`src/inc/amrc_consts.vh`:
```
// amrc_consts.vh: offsets, fields, reset values and timing counts of the mode/reset control block
// assumes: included by its bare name from the design file; 10 MHz core clock
`ifndef AMRC_CONSTS_VH
`define AMRC_CONSTS_VH

// register offsets (6-bit register address space)
`define AMRC_OFS_IFSEL 6'h0D
`define AMRC_OFS_MODE 6'h10
`define AMRC_OFS_RSTCMD 6'h24

// interface select fields
`define AMRC_IF_SPI_BIT 7
`define AMRC_IF_I2C_BIT 6
`define AMRC_IF_3WIRE_BIT 5
`define AMRC_IF_RESET 8'h00

// mode control fields
`define AMRC_MODE_SWFIRE_BIT 7
`define AMRC_MODE_RESET 8'h00

// reset/reload command bits
`define AMRC_CMD_RESET_BIT 6
`define AMRC_CMD_RELOAD_BIT 7

// mode select field encodings
`define AMRC_M_SLEEP 3'h0
`define AMRC_M_STANDBY 3'h1
`define AMRC_M_SNIFF 3'h2
`define AMRC_M_CONT 3'h5
`define AMRC_M_COMBO 3'h6
`define AMRC_M_BURST 3'h7

// i2c addresses by address select level
`define AMRC_I2C_ADDR_LO 7'h4C
`define AMRC_I2C_ADDR_HI 7'h6C

// timing: 10 MHz clock, heartbeat ~500 Hz, reset/reload busy 1 ms
`define AMRC_CLK_HZ 10000000
`define AMRC_HB_HZ 500
`define AMRC_HB_CYCLES (`AMRC_CLK_HZ / `AMRC_HB_HZ)
`define AMRC_BUSY_US 1000
`define AMRC_BUSY_CYCLES ((`AMRC_CLK_HZ / 1000000) * `AMRC_BUSY_US)
`define AMRC_SLEEP_HB_MAX 3
`define AMRC_BURST_CONT 8'hFF

`endif

```
`src/rtl/amrc_ctrl.v`:
```
// amrc_ctrl.v: software reset, otp reload, operating mode machine and host interface selection
// assumes: a serial slave front end delivers decoded register writes/reads on the core clock;
// otp memory, sample datapath and fifo are outside and talk through the strobes below
//
// How it works
// RQ1: writing bit 6 to register 0x24 runs a full power-on reset internally.
// RQ2: host leaves registers alone for 1 ms after a software reset.
// RQ3: host places the device in standby before reset or reload commands.
// RQ4: after software reset completes, address select pin is resampled for i2c address.
// RQ5: host i2c bring-up writes the recommended nine-step initialization sequence.
// RQ6: host spi bring-up reads 0x18, then writes 0x80 to 0x0D until readback matches.
// RQ7: spi bring-up continues with 0x0F, 0x10, 10 ms wait, four init writes.
// RQ8: bit 7 to 0x24 reloads otp registers; other locations keep contents.
// RQ9: after reload completes, address pin is resampled; host waits 1 ms.
// RQ10: sleep after power-on; sleep requests always accepted, done within three heartbeats.
// RQ11: standby runs main and heartbeat clocks; heartbeat about 500 Hz.
// RQ12: triggered bursts start only from standby.
// RQ13: host sets sleep or standby before writing other registers.
// RQ14: watch mode runs watch sampling only, no fifo, jumps to continuous on activity.
// RQ15: continuous mode sends samples to output registers or fifo when enabled.
// RQ16: combined mode runs watch and continuous sampling together.
// RQ17: burst produces programmed 1 to 254 samples, or runs continuously.
// RQ18: burst rate comes from standby rate field, output rate ignored.
// RQ19: burst trigger is the interrupt pin or a software write of 0x10 bit 7.
// RQ20: mode changes advance on the ~500 Hz tick; machine updates mode field itself.
// RQ21: both serial interfaces active after reset until one select bit is written.
// RQ22: host writes 0x80 to 0x0D for four-wire spi.
// RQ23: in continuous mode only mode control is writable; sleep/standby all writable.
// RQ24: any reset returns the spi three-wire setting to four-wire.
`include "amrc_consts.vh"

module amrc_ctrl (
  input wire clk_in,
  input wire reset_in,
  input wire wr_stb_in,
  input wire [5:0] wr_addr_in,
  input wire [7:0] wr_data_in,
  input wire [5:0] rd_addr_in,
  output reg [7:0] rd_data_out,
  input wire address_select_pin_in,
  input wire interrupt_pin_in,
  input wire fire_src_pin_in,
  input wire activity_in,
  input wire fifo_enable_in,
  input wire [2:0] standby_rate_field_in,
  input wire [7:0] burst_count_in,
  input wire otp_done_in,
  output wire reg_write_ok_out,
  output reg otp_load_out,
  output reg soft_por_out,
  output reg busy_out,
  output reg [6:0] i2c_addr_out,
  output reg i2c_en_out,
  output reg spi_en_out,
  output reg spi_3wire_out,
  output reg [2:0] mode_select_field_out,
  output reg watch_run_out,
  output reg sample_run_out,
  output reg sample_to_fifo_out,
  output reg sample_stb_out,
  output reg [2:0] sample_rate_out,
  output reg hb_tick_out
);

  // ==========================================================
  // input synchronisers
  reg [1:0] addr_sync_ff;
  reg [1:0] int_sync_ff;
  reg int_prev_ff;
  wire int_rise = int_sync_ff[1] & ~int_prev_ff;

  // two flops on the address select and interrupt pins before use; fire_src_pin_in is used unsynchronised
  always @(posedge clk_in) begin
    if (reset_in) begin
      addr_sync_ff <= 2'h0;
      int_sync_ff <= 2'h0;
      int_prev_ff <= 1'b0;
    end else begin
      addr_sync_ff <= {addr_sync_ff[0], address_select_pin_in};
      int_sync_ff <= {int_sync_ff[0], interrupt_pin_in};
      int_prev_ff <= int_sync_ff[1];
    end
  end

  // ==========================================================
  // heartbeat divider
  localparam integer HB_LAST_I = `AMRC_HB_CYCLES - 1;
  localparam [15:0] HB_LAST = HB_LAST_I[15:0];
  reg [15:0] hb_cnt_ff;

  // one-cycle tick at ~500 Hz, runs in every mode but sleep too so sleep can settle
  always @(posedge clk_in) begin
    if (reset_in) begin
      hb_cnt_ff <= 16'h0000;
      hb_tick_out <= 1'b0;
    end else if (hb_cnt_ff == HB_LAST) begin
      hb_cnt_ff <= 16'h0000;
      hb_tick_out <= 1'b1; // RQ11
    end else begin
      hb_cnt_ff <= hb_cnt_ff + 16'h0001;
      hb_tick_out <= 1'b0;
    end
  end

  // ==========================================================
  // reset and reload sequencer
  localparam [1:0] SQ_IDLE = 2'h0;
  localparam [1:0] SQ_POR = 2'h1;
  localparam [1:0] SQ_LOAD = 2'h2;
  localparam [1:0] SQ_WAIT = 2'h3;
  localparam integer BUSY_LAST_I = `AMRC_BUSY_CYCLES - 1;
  localparam [13:0] BUSY_LAST = BUSY_LAST_I[13:0];

  reg [1:0] sq_state_ff;
  reg [13:0] busy_cnt_ff;
  reg sq_por_ff;
  reg addr_sample_ff;
  wire cmd_wr = wr_stb_in & reg_write_ok_out & (wr_addr_in == `AMRC_OFS_RSTCMD) & (sq_state_ff == SQ_IDLE);
  wire cmd_reset = cmd_wr & wr_data_in[`AMRC_CMD_RESET_BIT];
  wire cmd_reload = cmd_wr & wr_data_in[`AMRC_CMD_RELOAD_BIT] & ~wr_data_in[`AMRC_CMD_RESET_BIT];

  // soft por pulses the whole register set back, then a reload and a 1 ms busy window follow
  always @(posedge clk_in) begin
    if (reset_in) begin
      sq_state_ff <= SQ_POR;
      busy_cnt_ff <= 14'h0000;
      sq_por_ff <= 1'b1;
      soft_por_out <= 1'b0;
      otp_load_out <= 1'b0;
      busy_out <= 1'b1;
      addr_sample_ff <= 1'b0;
    end else begin
      soft_por_out <= 1'b0;
      otp_load_out <= 1'b0;
      addr_sample_ff <= 1'b0;
      case (sq_state_ff)
        SQ_IDLE: begin
          busy_out <= 1'b0;
          if (cmd_reset) begin
            sq_state_ff <= SQ_POR; // RQ1
            sq_por_ff <= 1'b1;
            soft_por_out <= 1'b1;
            busy_out <= 1'b1;
          end else if (cmd_reload) begin
            sq_state_ff <= SQ_LOAD; // RQ8
            sq_por_ff <= 1'b0;
            otp_load_out <= 1'b1;
            busy_out <= 1'b1;
          end
        end
        SQ_POR: begin
          sq_state_ff <= SQ_LOAD;
          otp_load_out <= 1'b1;
        end
        SQ_LOAD: begin
          if (otp_done_in) begin
            sq_state_ff <= SQ_WAIT;
            busy_cnt_ff <= 14'h0000;
            addr_sample_ff <= 1'b1; // RQ4 RQ9
          end
        end
        SQ_WAIT: begin
          if (busy_cnt_ff == BUSY_LAST) begin
            sq_state_ff <= SQ_IDLE; // RQ2
            busy_out <= 1'b0;
          end else begin
            busy_cnt_ff <= busy_cnt_ff + 14'h0001;
          end
        end
        default: begin
          sq_state_ff <= SQ_IDLE;
        end
      endcase
    end
  end

  // i2c address follows the synchronised pin level after each reset or reload
  always @(posedge clk_in) begin
    if (reset_in) begin
      i2c_addr_out <= `AMRC_I2C_ADDR_LO;
    end else if (addr_sample_ff) begin
      i2c_addr_out <= addr_sync_ff[1] ? `AMRC_I2C_ADDR_HI : `AMRC_I2C_ADDR_LO; // RQ4 RQ9
    end
  end

  // ==========================================================
  // register write gating
  wire in_cont = (mode_select_field_out == `AMRC_M_CONT);
  wire quiet_mode = (mode_select_field_out == `AMRC_M_SLEEP) | (mode_select_field_out == `AMRC_M_STANDBY);

  // continuous mode takes only mode control; other active modes likewise; sleep/standby take all
  assign reg_write_ok_out = ~busy_out & (quiet_mode | (wr_addr_in == `AMRC_OFS_MODE)); // RQ23

  wire wr_mode = wr_stb_in & reg_write_ok_out & (wr_addr_in == `AMRC_OFS_MODE);
  wire wr_ifsel = wr_stb_in & reg_write_ok_out & (wr_addr_in == `AMRC_OFS_IFSEL);
  wire por_clear = soft_por_out;

  // ==========================================================
  // interface select
  reg if_chosen_ff;

  // both interfaces live until a write sets exactly one select bit; three-wire falls back on any reset
  always @(posedge clk_in) begin
    if (reset_in || por_clear) begin
      i2c_en_out <= 1'b1; // RQ21
      spi_en_out <= 1'b1;
      spi_3wire_out <= 1'b0; // RQ24
      if_chosen_ff <= 1'b0;
    end else if (wr_ifsel) begin
      spi_3wire_out <= wr_data_in[`AMRC_IF_3WIRE_BIT] & wr_data_in[`AMRC_IF_SPI_BIT];
      if (wr_data_in[`AMRC_IF_SPI_BIT] ^ wr_data_in[`AMRC_IF_I2C_BIT]) begin
        i2c_en_out <= wr_data_in[`AMRC_IF_I2C_BIT]; // RQ21
        spi_en_out <= wr_data_in[`AMRC_IF_SPI_BIT];
        if_chosen_ff <= 1'b1;
      end
    end
  end

  // ==========================================================
  // mode state machine
  reg [2:0] req_mode_ff;
  reg req_pend_ff;
  reg [1:0] sleep_wait_ff;
  reg sw_fire_ff;
  reg burst_arm_ff;
  reg [7:0] burst_left_ff;
  reg burst_cont_ff;
  reg [7:0] mode_ctrl_ff;
  reg [2:0] nxt_mode;

  wire fire_now = burst_arm_ff & (fire_src_pin_in ? int_rise : sw_fire_ff); // RQ19

  // accepted requests wait for the heartbeat; sleep settles on the third tick
  always @(posedge clk_in) begin
    if (reset_in || por_clear) begin
      mode_select_field_out <= `AMRC_M_SLEEP; // RQ10
      req_mode_ff <= `AMRC_M_SLEEP;
      req_pend_ff <= 1'b0;
      sleep_wait_ff <= 2'h0;
      sw_fire_ff <= 1'b0;
      burst_arm_ff <= 1'b0;
      burst_left_ff <= 8'h00;
      burst_cont_ff <= 1'b0;
      mode_ctrl_ff <= `AMRC_MODE_RESET;
    end else begin
      if (wr_mode) begin
        mode_ctrl_ff <= wr_data_in;
        req_mode_ff <= wr_data_in[2:0];
        req_pend_ff <= 1'b1;
        sleep_wait_ff <= 2'h0;
        if (wr_data_in[`AMRC_MODE_SWFIRE_BIT]) begin
          sw_fire_ff <= 1'b1; // RQ19
        end
      end else if (fire_now) begin
        sw_fire_ff <= 1'b0;
      end
      if (hb_tick_out) begin
        mode_select_field_out <= nxt_mode; // RQ20
        mode_ctrl_ff[2:0] <= nxt_mode;
        if (req_pend_ff && !wr_mode) begin
          if (req_mode_ff != `AMRC_M_SLEEP || sleep_wait_ff == (`AMRC_SLEEP_HB_MAX - 1)) begin
            req_pend_ff <= 1'b0;
          end else begin
            sleep_wait_ff <= sleep_wait_ff + 2'h1; // RQ10
          end
        end
        if (nxt_mode == `AMRC_M_BURST && mode_select_field_out == `AMRC_M_STANDBY) begin
          burst_arm_ff <= 1'b1; // RQ12
          burst_cont_ff <= (burst_count_in == `AMRC_BURST_CONT) | (burst_count_in == 8'h00);
          burst_left_ff <= burst_count_in;
        end else if (nxt_mode != `AMRC_M_BURST) begin
          burst_arm_ff <= 1'b0;
        end
      end
      if (sample_stb_out && mode_select_field_out == `AMRC_M_BURST && !burst_cont_ff) begin
        burst_left_ff <= burst_left_ff - 8'h01; // RQ17
      end
    end
  end

  // next mode: requests, activity wake-up, burst completion returns to standby
  always @* begin
    nxt_mode = mode_select_field_out;
    if (req_pend_ff) begin
      if (req_mode_ff == `AMRC_M_BURST) begin
        if (mode_select_field_out == `AMRC_M_STANDBY) begin
          nxt_mode = `AMRC_M_BURST; // RQ12
        end
      end else if (req_mode_ff == `AMRC_M_SLEEP) begin
        if (sleep_wait_ff == (`AMRC_SLEEP_HB_MAX - 1)) begin
          nxt_mode = `AMRC_M_SLEEP; // RQ10
        end
      end else begin
        nxt_mode = req_mode_ff;
      end
    end else if (mode_select_field_out == `AMRC_M_SNIFF && activity_in) begin
      nxt_mode = `AMRC_M_CONT; // RQ14
    end else if (mode_select_field_out == `AMRC_M_BURST && !burst_cont_ff && burst_left_ff == 8'h00) begin
      nxt_mode = `AMRC_M_STANDBY; // RQ17
    end
  end

  // ==========================================================
  // sampling controls
  reg [7:0] rate_div_ff;
  reg burst_go_ff;

  // burst paces on the standby rate field: 2^rate heartbeats per sample
  always @(posedge clk_in) begin
    if (reset_in || por_clear) begin
      rate_div_ff <= 8'h00;
      burst_go_ff <= 1'b0;
      sample_stb_out <= 1'b0;
    end else begin
      sample_stb_out <= 1'b0;
      if (mode_select_field_out != `AMRC_M_BURST) begin
        burst_go_ff <= 1'b0;
        rate_div_ff <= 8'h00;
      end else begin
        if (fire_now) begin
          burst_go_ff <= 1'b1; // RQ19
        end
        if (burst_go_ff && hb_tick_out && (burst_cont_ff || burst_left_ff != 8'h00)) begin
          if (rate_div_ff == ((8'h01 << standby_rate_field_in) - 8'h01)) begin
            rate_div_ff <= 8'h00;
            sample_stb_out <= 1'b1; // RQ18
          end else begin
            rate_div_ff <= rate_div_ff + 8'h01;
          end
        end
      end
    end
  end

  // run enables for the watch circuit and the xyz path per mode
  always @(posedge clk_in) begin
    if (reset_in || por_clear) begin
      watch_run_out <= 1'b0;
      sample_run_out <= 1'b0;
      sample_to_fifo_out <= 1'b0;
      sample_rate_out <= 3'h0;
    end else begin
      watch_run_out <= (mode_select_field_out == `AMRC_M_SNIFF) | (mode_select_field_out == `AMRC_M_COMBO); // RQ14 RQ16
      sample_run_out <= in_cont | (mode_select_field_out == `AMRC_M_COMBO) | burst_go_ff; // RQ15 RQ16
      sample_to_fifo_out <= fifo_enable_in & (mode_select_field_out != `AMRC_M_SNIFF); // RQ14 RQ15
      sample_rate_out <= standby_rate_field_in; // RQ18
    end
  end

  // ==========================================================
  // read-back of the block's own registers
  always @* begin
    case (rd_addr_in)
      `AMRC_OFS_IFSEL: rd_data_out = {spi_en_out & if_chosen_ff, i2c_en_out & if_chosen_ff, spi_3wire_out, 5'h00};
      `AMRC_OFS_MODE: rd_data_out = {1'b0, mode_ctrl_ff[6:3], mode_select_field_out};
      default: rd_data_out = 8'h00;
    endcase
  end

endmodule

```
`config.mk`:
```
export PLATFORM = sky130hd
export DESIGN_NAME = amrc_ctrl
export DESIGN_NICKNAME = d
export VERILOG_FILES = /design/src/rtl/amrc_ctrl.v
export VERILOG_INCLUDE_DIRS = /design/src /design/src/inc
export SDC_FILE = /design/constraint.sdc
export NUM_CORES = 1
export LEC_CHECK = 0
export ABC_AREA = 0
export CAP_MARGIN = 20
export CORE_UTILIZATION = 55
export CTS_CLUSTER_SIZE = 20
export DETAILED_ROUTE_END_ITERATION = 10
export DONT_BUFFER_PORTS = 1
export PLACE_DENSITY_LB_ADDON = 0.1
export SLEW_MARGIN = 20
export SYNTH_ARGS = -nofsm -noshare
export SYNTH_HDL_FRONTEND = slang
export SYNTH_SLANG_ARGS = --single-unit
```
`constraint.sdc`:
```
create_clock -name clk_in -period 3.6 [get_ports clk_in]
set_clock_uncertainty 0.15 [all_clocks]
set_input_delay 0.72 -clock clk_in [delete_from_list [all_inputs] [get_ports clk_in]]
set_output_delay 0.72 -clock clk_in [all_outputs]
set_load 0.05 [all_outputs]
```
-- Yosys cells after proc, flatten, opt, wreduce, memory -nomap -nowiden
Index checks and enable logic that the tools add are counted.
- register bits: 93
- word-level logic and storage cells: 180
- input port bits: 40
- muxes and demuxes: 45
- add/subtract/negate cells: 6
- equal/unequal tests: 28
- bitwise operators: 28
- reduce and logical (&&, ||, !) cells: 40
- shifts and indexed selects: 1
- operators with widths (cell ; count):
    8-bit two-way mux ; 4
    14-bit two-way mux ; 2
    14-bit one-hot mux with 2 select lines ; 1
    3-bit two-way mux ; 7
    1-bit two-way mux ; 18
    16-bit by 1-bit adder with 16-bit output (second input constant) ; 1
    16-bit by 15-bit == test with 1-bit output (second input constant) ; 1
    8-bit zero test ; 2
    2-bit two-way mux ; 8
    8-bit one-hot mux with 2 select lines ; 1
    8-bit by 1-bit subtractor with 8-bit output (second input constant) ; 2
    1-bit AND ; 15
    3-bit == test (second input constant) ; 5
    14-bit by 1-bit adder with 14-bit output (second input constant) ; 1
    14-bit == test (second input constant) ; 1
    6-bit by 4-bit == test with 1-bit output (second input constant) ; 2
    6-bit by 5-bit == test with 1-bit output (second input constant) ; 2
    2-bit AND reduction ; 6
    2-bit nonzero test ; 6
    1-bit logical AND ; 9
    3-bit inequality test (second input constant) ; 3
    8-bit by 1-bit adder with 8-bit output (second input constant) ; 1
    8-bit == test ; 1
    8-bit == test (second input constant) ; 1
    other kinds (24) ; 48

-- Logic depth before layout (Yosys ltp)
Gate-level depths: netlist (run 1).
- depth after elaboration: 12
- depth in mapped cells: 10
- gate-level depth less buffers: 9

-- Worst setup path after synthesis (run 1)
OpenSTA, ideal clock, no wires.
- path kind: input-to-output
- from: in rd_addr_in[5]
- to: out rd_data_out[2]
- data arrival time: 2.717 ns
- data required time: 2.730 ns
- path buffers: 0
- cell stages on the path: 2
- slack: 0.013 ns
- path through: or4b_1 -> nor4_1
- word-level cells in the longest chain between the ends: 2
- RTL lines (what ; RTL line ; text):
    start: declaration ; amrc_ctrl.v:38 ; input wire [5:0] rd_addr_in,
    6-bit by 5-bit == test with 1-bit output or 6-bit by 4-bit == test with 1-bit output (tied branches) ; amrc_ctrl.v:353 ; case (rd_addr_in)
    8-bit one-hot mux with 2 select lines (*) ; amrc_ctrl.v:353 ;
    end: declaration ; amrc_ctrl.v:39 ; output reg [7:0] rd_data_out,
Mark *: on every way between the ends. The rest lies on a longest branch, timed or not.

-- Worst setup path after layout (run 1)
- from: in rd_addr_in[5]
- to: out rd_data_out[5]
Same word-level chain as after synthesis.

==> results of run 1 <==
[stage by stage]
| step | setup WS (ns) | util (%) | instance area (um^2) |
|---|---|---|---|
| 3_3_place_gp | 0.4497 | 57.54 | 4423 |
| 2_1_floorplan | 0.01252 | - | 4354 |
| 6_report | 0.4425 | 59.86 | 4602 |
| 5_1_grt | 0.3612 | 59.86 | 4602 |
| 3_5_place_dp | 0.4190 | 57.54 | 4423 |
| 4_1_cts | 0.4200 | 59.86 | 4602 |
[cells by family after synthesis]
family	Yosys count
AND/OR/NAND/NOR	248
multiplexers	5
other	2
buffers and inverters	45
adder cells (fa/ha/maj)	11
AO/OA/AOI/OAI	80
flip-flops	87
XOR/XNOR	42
[layout by cell type, fill, tap and decap left out, types with 3 or more instances in the layout]
cell,Yosys,routed
nor2_1,68,68
nand4_1,17,17
a31oi_1,5,5
clkbuf_8,0,9
o21a_1,4,4
and2_1,7,7
inv_1,19,19
nand2b_1,6,6
a21oi_1,31,31
nand4b_1,3,3
nor4b_1,4,4
o21ai_1,3,3
conb_1,2,6
xnor2_1,14,14
nand3b_1,5,5
buf_4,8,8
mux2i_1,4,4
nand2_1,49,49
nor3b_1,3,3
nand3_1,18,18
or3b_1,7,7
and3_1,14,14
dfxtp_1,87,87
o21ai_0,11,11
ha_1,11,11
nor2b_1,15,15
nor4_1,7,6
xor2_1,28,28
nor3_1,12,12
inv_6,0,3
[path summary, 6_finish.rpt]
path	cells past startpoint	from	end
worst min register to register	2	int_sync_ff[1]$_SDFF_PP0_	int_prev_ff$_SDFF_PP0_
worst min-delay path	1	reset_in	i2c_addr_out[5]$_SDFFE_PP0P_
worst max-delay path	3	rd_addr_in[5]	rd_data_out[5]
worst max register to register	8	sleep_wait_ff[0]$_SDFF_PP0_	burst_left_ff[1]$_SDFFE_PP0P_
[layout make-up]
type / count / area (um^2)
Timing Repair Buffer: 8 / 60.06
Clock buffer: 9 / 123.9
Fill cell: 744 / 3085
Inverter: 21 / 78.83
Sequential cell: 87 / 1742
Clock inverter: 7 / 55.05
Tap cell: 102 / 127.6
Multi-Input combinational cell: 392 / 2415
[routing by layer]
layer	wire length, um	up-vias	GRT usage [%]
met5	0	-	0
li1	-	1791	-
met2	4224	81	38.26
met4	113	0	7.275
met1	3927	1648	26.33
met3	448	10	6.481
[worst max-delay path: stages]
cell	delay, ns
or4b_1	0.55
nor3_1	0.46
a22o_1	0.55
[state kept, by name, indices dropped and copies added, names as in the netlist, 2 cells and up]
| register | flops |
|---|---|
| mode_ctrl_ff | 4 |
| int_sync_ff | 2 |
| rate_div_ff | 8 |
| addr_sync_ff | 2 |
| sample_rate_out | 3 |
| sleep_wait_ff | 2 |
| req_mode_ff | 3 |
| mode_select_field_out | 3 |
| hb_cnt_ff | 16 |
| burst_left_ff | 8 |
| sq_state_ff | 2 |
| busy_cnt_ff | 14 |
[report_power, final]
group / switching [mW] / internal (mW)
sequential: 0.0626 / 0.991
combinational: 0.150 / 0.0922
clock: 0.375 / 0.258
==> flow_summary_export.csv, run 1 <==
group,metric,value,unit
yosys,ys.flop_type,"dfxtp_1",
clock_network,cts_tree,"yes",
global_routing,grt_max_degree,30,
global_routing,antenna_found_initial,0,
min_path,hold_class,"input pin to register",
clock_network,ctsHoldBuffers,0,
yosys,synth_top_area_share,40.14,%
timing,final_hold_viol_count,0,
timing,maxSlewViolCount,0,
power,p_per_area,419.0,nW/um^2
global_routing,grt_pass1_wl,14.94,mm
yosys,synth_top_area_cell,"dfxtp_1",
placement,gp_congestion,0.7835,
timing,fmax,316.7,MHz
floorplan,start_util,56.45,%
floorplan,core-area,7687,um^2
yosys,ys_top_cells_by_count,"dfxtp_1, nor2_1, nand2_1",
clock_network,worstSkewPairLatency,0.37,ns
yosys,synth.area.top_cells,"dfxtp_1, nor2_1, xor2_1",
yosys,ys_seq_area_share,40.14,%
floorplan,die_x,90.82,um
cells_and_area,diodes,0,
yosys,synth_compound_area_share,12.05,%
floorplan,io_pins,73,
worst_setup_path,path_max_fanout,6,
outcome,status,"finished clean",
yosys,yosys.area_share.simple,30.10,%
placement,dp_cells,610,
detailed_routing,drtIter0Drc,139,
floorplan,rows,32,
clock_network,clockBufferDepth,2,
timing,slew_headroom,38.13,%
clock_network,root_buffer,"clkbuf_8",
cells_and_area,finalNonFillerCells,626,
clock_network,htree_levels,3,
worst_setup_path,crit_type,"input pin to output pin",
yosys,synthAdderAreaFrac,3.172,%
yosys,synth_cell_type_count,64,
timing,rsz0062_at_grt,"no",
global_routing,overflow,0,
yosys,synth_enable_flop_cells,0,
cells_and_area,final_nets,570,
yosys,syn_area,4339,um^2
yosys,synth_most_common_cell,"dfxtp_1",
timing,layout_min_cycle_time,3.157,ns
yosys,ys_async_sr_fraction,0,%
clock_network,postCtsSetupBuffers,0,
global_routing,grt_util_all_layers,22.17,%
worst_setup_path,crit_required,2.73,ns
yosys,synth-seq-cells,87,
detailed_routing,wl_per_cell,13.92,um
floorplan,die_y,90.82,um
timing,hold_ws,0.2606,ns
worst_setup_path,crit_path_end_kind,"output pin",
clock_network,cts_buffers,9,
placement,hpwl,6.209,mm
detailed_routing,ant_nets,0,
floorplan,dieArea,8248,um^2
clock_network,cts_resized,0,
worst_setup_path,rrSetupSlack,0.72,ns
detailed_routing,drt_wl_total,8.714,mm
power,design_power_total,1.928,mW
worst_setup_path,arrival,2.29,ns
clock_network,cts_sinks,87,
clock_network,clkTransAtPathRegs,0.09,ns
yosys,ys_warn_count,0,
flow_run,drv_cap,0,
yosys,synth_mux_area_share,1.182,%
global_routing,grt_pass1_vias,3425,
detailed_routing,drt_pass1_iterations,6,
power,ir_drop,0.0002645,V
power,p_leak,1.677,nW
yosys,synth_area_per_cell,8.345,um^2
yosys,synth_top_family_by_area,"simple AND/OR/NAND/NOR gates",
worst_setup_path,start_kind,"input pin",
cells_and_area,syn2layout_area_growth,6.055,%
detailed_routing,vias,3530,
timing,finalSetupViolCount,0,
timing,finalSetupTns,0,ns
timing,worstMarginPinSlew,0.9230,ns
detailed_routing,vias_per_cell,5.639,
timing,period_share,87.71,%
cells_and_area,drive_gt1_share,6.489,%
detailed_routing,drc,0,
placement,portBuffers,0,
yosys,synthCells,520,
yosys,synthXorXnorAreaFrac,8.478,%
No activity file was read; power rests on OpenSTA's default activity.
==> run 2, diff against run 1 <==
==> constraint.sdc (replaced) <==
create_clock -name clk_in -period 3.5 [get_ports clk_in]
set_clock_uncertainty 0.15 [all_clocks]
set_input_delay 0.7 -clock clk_in [delete_from_list [all_inputs] [get_ports clk_in]]
set_output_delay 0.7 -clock clk_in [all_outputs]
set_load 0.05 [all_outputs]
==> flow_summary_export.csv, run 2 (synthesis results as in run 1) <==
group,metric,value,unit
worst_setup_path,critPathBufInv,0,
timing,slew_headroom,45.67,%
worst_setup_path,path_depth,3,
clock_network,clockBufferDepth,2,
min_path,whs_path_depth,1,
timing,finalSetupTns,0,ns
global_routing,grt_pass1_vias,3320,
global_routing,antenna_found_initial,0,
clock_network,clkTransAtPathRegs,0.10,ns
worst_setup_path,crit_type,"input pin to output pin",
floorplan,io_pins,73,
power,comb_power_share,12.6,%
clock_network,cts_sinks,87,
placement,portBuffers,0,
timing,period_share,90.13,%
cells_and_area,syn2layout_area_growth,6.834,%
global_routing,overflow,0,
outcome,status,"finished clean",
timing,finalSetupViolCount,0,
cells_and_area,design_area,4636,um^2
detailed_routing,vias,3523,
clock_network,root_buffer,"clkbuf_8",
cells_and_area,largest_reg_flops,16,
clock_network,ctsHoldBuffers,0,
clock_network,cts_resized,0,
floorplan,dieArea,8248,um^2
floorplan,rows,32,
worst_setup_path,arrival,2.30,ns
detailed_routing,wl_per_cell,13.69,um
timing,maxSlewViolCount,0,
floorplan,die_y,90.82,um
placement,hpwl,6.254,mm
worst_setup_path,crit_path_end_kind,"output pin",
worst_setup_path,path_delay_family,"simple AND/OR/NAND/NOR gates",
detailed_routing,drt_wl_total,8.610,mm
power,ir_drop,0.0002687,V
clock_network,postCtsSetupBuffers,0,
worst_setup_path,worst_r2r_path_depth,8,
min_path,hold_class,"input pin to register",
clock_network,cts_buffers,9,
global_routing,grt_util_all_layers,21.87,%
cells_and_area,largest-register,"hb_cnt_ff",
detailed_routing,drt_pass1_iterations,5,
detailed_routing,drc,0,
worst_setup_path,path_max_fanout,6,
floorplan,die_x,90.82,um
power,clkPwrFrac,33.6,%
worst_setup_path,start_kind,"input pin",
cells_and_area,final_nets,573,
worst_setup_path,crit_required,2.65,ns
worst_setup_path,endpoint,"rd_data_out[5]",
worst_setup_path,critPathMaxStageDelay,0.56,ns
worst_setup_path,cp_slowest_cell,"a22o_1",
placement,placed_area,4446,um^2
detailed_routing,ant_nets,0,
power,p_per_area,433.4,nW/um^2
clock_network,htree_levels,3,
clock_network,worstSkewPairLatency,0.35,ns
cells_and_area,final_common_cell,"dfxtp_1",
clock_network,cts_tree,"yes",
timing,rsz0062_at_grt,"no",
timing,fmax,317.0,MHz
timing,worstMarginPinSlew,0.8150,ns
detailed_routing,drtIter0Drc,108,
cells_and_area,diodes,0,
flow_run,drv_cap,0,
worst_setup_path,rrSetupSlack,0.86,ns
placement,gp_congestion,0.8294,
cells_and_area,num-fill-cells,709,
global_routing,grt_max_degree,30,
worst_setup_path,reg2reg_from,"sleep_wait_ff[0]$_SDFF_PP0_",
global_routing,grt_pass1_wl,14.86,mm
worst_setup_path,cp-startpoint,"rd_addr_in[5]",
cells_and_area,reg_top3,"hb_cnt_ff x16, busy_cnt_ff x14",
power,p_int,1.419,mW
timing,hold_ws,0.2528,ns
worst_setup_path,crit_chain,"or4b_1 -> nor3_1 -> a22o_1",
cells_and_area,layout_common_cells,"dfxtp_1, nor2_1, nand2_1",
timing,final_hold_viol_count,0,
power,p_sw,0.5904,mW
power,seqPwrFrac,53.9,%
cells_and_area,drive_gt1_share,7.021,%
timing,layout_min_cycle_time,3.155,ns
floorplan,start_util,56.45,%
power,swShare,29.39,%
detailed_routing,vias_per_cell,5.601,
floorplan,core-area,7687,um^2
worst_setup_path,rr_endpoint,"burst_left_ff[1]$_SDFFE_PP0P_",
power,p_leak,1.704,nW
[run 2: changes by cell type in the layout (fill, tap and decap cells not counted), sizes merged]
cell      delta
clkinvlp     -1
clkbuf       +2
clkinv       -1
buf          +3
[run 2: worst min path at each step]
stage | to | slack (ns) | startpoint
3_5_place_dp | addr_sync_ff[1]$_SDFF_PP0_ | 0.27 | addr_sync_ff[0]$_SDFF_PP0_
4_1_cts | soft_por_out$_SDFF_PP0_ | 0.24 | reset_in
3_3_place_gp | int_prev_ff$_SDFF_PP0_ | 0.27 | int_sync_ff[1]$_SDFF_PP0_
5_1_grt | soft_por_out$_SDFF_PP0_ | 0.24 | reset_in
6_report | soft_por_out$_SDFF_PP0_ | 0.25 | reset_in
2_1_floorplan | int_prev_ff$_SDFF_PP0_ | 0.25 | int_sync_ff[1]$_SDFF_PP0_
[run 2: power groups by stage]
| stage | clock, mW | sequential [mW] | combinational, mW |
|---|---|---|---|
| after floorplan | 0 | 1.10 | 0.220 |
| after global placement | 0 | 1.11 | 0.247 |
| after detailed placement | 0 | 1.11 | 0.254 |
| after CTS | 0.694 | 1.08 | 0.256 |
| after global routing | 0.735 | 1.09 | 0.289 |
| final | 0.674 | 1.08 | 0.253 |
[run 2: layout make-up]
class                   instances  area (um^2)  share of cell area [%]
clock buffers                  11        151.4                   3.266
multi-input cells             392         2415                   52.09
flip-flops and latches         87         1742                   37.57
well taps                     102        127.6                   2.753
repair buffers                 11        82.58                   1.781
inverters                      21        78.83                   1.700
clock inverters                 5        38.79                  0.8367
[run 2: worst register-to-register path, cell delays in order (launching register included)]
cell and delay [ns]:
dfxtp_1 0.36, inv_1 0.06, ha_1 0.24, or3b_1 0.36, a21oi_1 0.22, o211ai_1 0.16, nor3_2 0.45, mux2_1 0.37
o21a_1 0.16
[run 2: metal layers]
metal	global-route usage [%]	vias up	wire, um	share of wire [%]
met5	0	-	0	0
met4	5.952	0	92	1.1
met3	5.051	9	405	4.7
met2	37.75	76	4143	48
met1	27.27	1635	3968	46
li1	-	1803	-	-
[run 2: metrics by stage]
step	std cells	total power, mW	worst slack, ns	util [%]
after floorplan	524	1.320	0.5256	-
after global placement	613	1.353	0.4180	57.83
after detailed placement	613	1.360	0.3542	57.83
after CTS	629	2.032	0.3542	60.30
after global routing	629	2.110	0.2721	60.30
final	629	2.009	0.3453	60.30
==> run 3, diff against run 2 <==
--- a/config.mk
+++ b/config.mk
@@ -12,7 +12,8 @@
 export CTS_CLUSTER_SIZE = 20
 export DETAILED_ROUTE_END_ITERATION = 10
 export DONT_BUFFER_PORTS = 1
-export PLACE_DENSITY_LB_ADDON = 0.1
+export MAX_ROUTING_LAYER = met4
+export PLACE_DENSITY = 0.7
 export SLEW_MARGIN = 20
 export SYNTH_ARGS = -nofsm -noshare
 export SYNTH_HDL_FRONTEND = slang
==> flow_summary_export.csv, run 3 (synthesis results as in run 1) <==
group,metric,value,unit
timing,fmax,349.6,MHz
timing,rsz0062_at_grt,"no",
worst_setup_path,crit_type,"input pin to output pin",
detailed_routing,drt_pass1_iterations,4,
floorplan,die_y,90.82,um
power,p_per_area,453.5,nW/um^2
floorplan,dieArea,8248,um^2
flow_run,drv_cap,0,
worst_setup_path,path_delay_family,"simple AND/OR/NAND/NOR gates",
floorplan,io_pins,73,
timing,worstMarginPinSlew,0.7761,ns
power,p_sw,0.5994,mW
global_routing,grt_pass1_wl,14.76,mm
worst_setup_path,critPathBufInv,1,
detailed_routing,drc,0,
min_path,hold_class,"input pin to register",
global_routing,antenna_found_initial,0,
detailed_routing,drtIter0Drc,139,
global_routing,grt_max_degree,30,
power,p_leak,1.729,nW
worst_setup_path,crit_required,2.65,ns
clock_network,worstSkewPairLatency,0.36,ns
timing,maxSlewViolCount,0,
cells_and_area,reg_top3,"hb_cnt_ff x16, busy_cnt_ff x14",
power,ir_drop,0.0003295,V
power,swShare,28.20,%
timing,period_share,81.72,%
detailed_routing,vias,3602,
worst_setup_path,cp_slowest_cell,"or4b_1",
detailed_routing,vias_per_cell,5.708,
cells_and_area,final_common_cell,"dfxtp_1",
clock_network,postCtsSetupBuffers,0,
worst_setup_path,path_max_fanout,6,
cells_and_area,largest-register,"hb_cnt_ff",
timing,final_hold_viol_count,0,
timing,slew_headroom,48.26,%
timing,finalSetupViolCount,0,
worst_setup_path,start_kind,"input pin",
global_routing,overflow,0,
clock_network,cts_resized,0,
detailed_routing,ant_nets,0,
cells_and_area,final_nets,575,
placement,gp_congestion,0.8078,
outcome,status,"finished clean",
cells_and_area,drive_gt1_share,7.372,%
cells_and_area,syn2layout_area_growth,8.016,%
worst_setup_path,crit_chain,"or4b_1 -> nor3_1 -> buf_4 -> a22o_1",
timing,finalSetupTns,0,ns
power,comb_power_share,12.0,%
placement,portBuffers,0,
clock_network,clockBufferDepth,2,
clock_network,cts_buffers,9,
power,seqPwrFrac,51.0,%
worst_setup_path,crit_path_end_kind,"output pin",
clock_network,ctsHoldBuffers,0,
placement,hpwl,6.546,mm
clock_network,htree_levels,3,
cells_and_area,diodes,0,
worst_setup_path,arrival,2.01,ns
power,design_power_total,2.126,mW
power,p_int,1.526,mW
cells_and_area,layout_common_cells,"dfxtp_1, nor2_1, nand2_1",
clock_network,root_buffer,"clkbuf_8",
timing,layout_min_cycle_time,2.860,ns
clock_network,cts_sinks,87,
global_routing,grt_util_all_layers,22.75,%
floorplan,start_util,56.45,%
floorplan,rows,32,
detailed_routing,drt_wl_total,8.870,mm
floorplan,die_x,90.82,um
floorplan,core-area,7687,um^2
worst_setup_path,critPathMaxStageDelay,0.55,ns
global_routing,grt_pass1_vias,3321,
cells_and_area,largest_reg_flops,16,
power,clkPwrFrac,37.1,%
detailed_routing,wl_per_cell,14.06,um
clock_network,cts_tree,"yes",
clock_network,clkTransAtPathRegs,0.09,ns
-- run 3: per-layer routing --
metal | part of all wire (%) | wire, um | global-route usage, %
met1 | 44 | 3880 | 24.97
met5 | 0 | 0 | -
met3 | 4.5 | 395 | 6.734
met4 | 0.96 | 85 | 6.217
met2 | 51 | 4508 | 39.96
-- run 3: power by group through the flow --
| stage | clock [mW] | combinational, mW | sequential, mW |
|---|---|---|---|
| detailed placement | 0 | 0.254 | 1.11 |
| CTS | 0.817 | 0.255 | 1.08 |
| finish | 0.788 | 0.254 | 1.08 |
| global placement | 0 | 0.247 | 1.11 |
| global route | 0.849 | 0.279 | 1.09 |
| floorplan | 0 | 0.220 | 1.10 |
-- run 3: path summary, 6_finish.rpt --
kind	start	end	slack, ns	cells after the start
worst min-delay path	reset_in	busy_cnt_ff[1]$_SDFFE_PP0P_	0.25	1
worst min register to register	int_sync_ff[1]$_SDFF_PP0_	int_prev_ff$_SDFF_PP0_	0.29	2
worst max register to register	burst_left_ff[0]$_SDFFE_PP0P_	rate_div_ff[4]$_SDFFE_PP0P_	0.99	7
worst max-delay path	rd_addr_in[5]	rd_data_out[5]	0.64	4
-- run 3: per-stage QoR --
step / setup slack [ns] / hold WS [ns] / cell area (um^2) / cells / utilization (%)
2_1_floorplan: 0.5256 / 0.2546 / 4360 / 524 / -
3_3_place_gp: 0.6464 / 0.2635 / 4461 / 615 / 58.02
3_5_place_dp: 0.6322 / 0.2731 / 4461 / 615 / 58.02
4_1_cts: 0.6360 / 0.2182 / 4687 / 631 / 60.97
5_1_grt: 0.5351 / 0.2125 / 4687 / 631 / 60.97
6_report: 0.6397 / 0.2455 / 4687 / 631 / 60.97
-- run 3: worst register-to-register path, cell delays in order (launching register included) --
cell and delay, ns:
dfxtp_1 0.39, inv_1 0.08, ha_1 0.21, nor4b_1 0.17
a21oi_1 0.54, nand4_1 0.23, o21ai_1 0.51, nor2_1 0.11
-- run 3: area by class of cell --
class	count	area [um^2]
clock buffer	9	123.9
clock inverter	7	102.6
multi-input combinational	392	2415
sequential	87	1742
timing repair buffer	13	97.59
inverter	21	78.83
tap	102	127.6
fill	710	3000
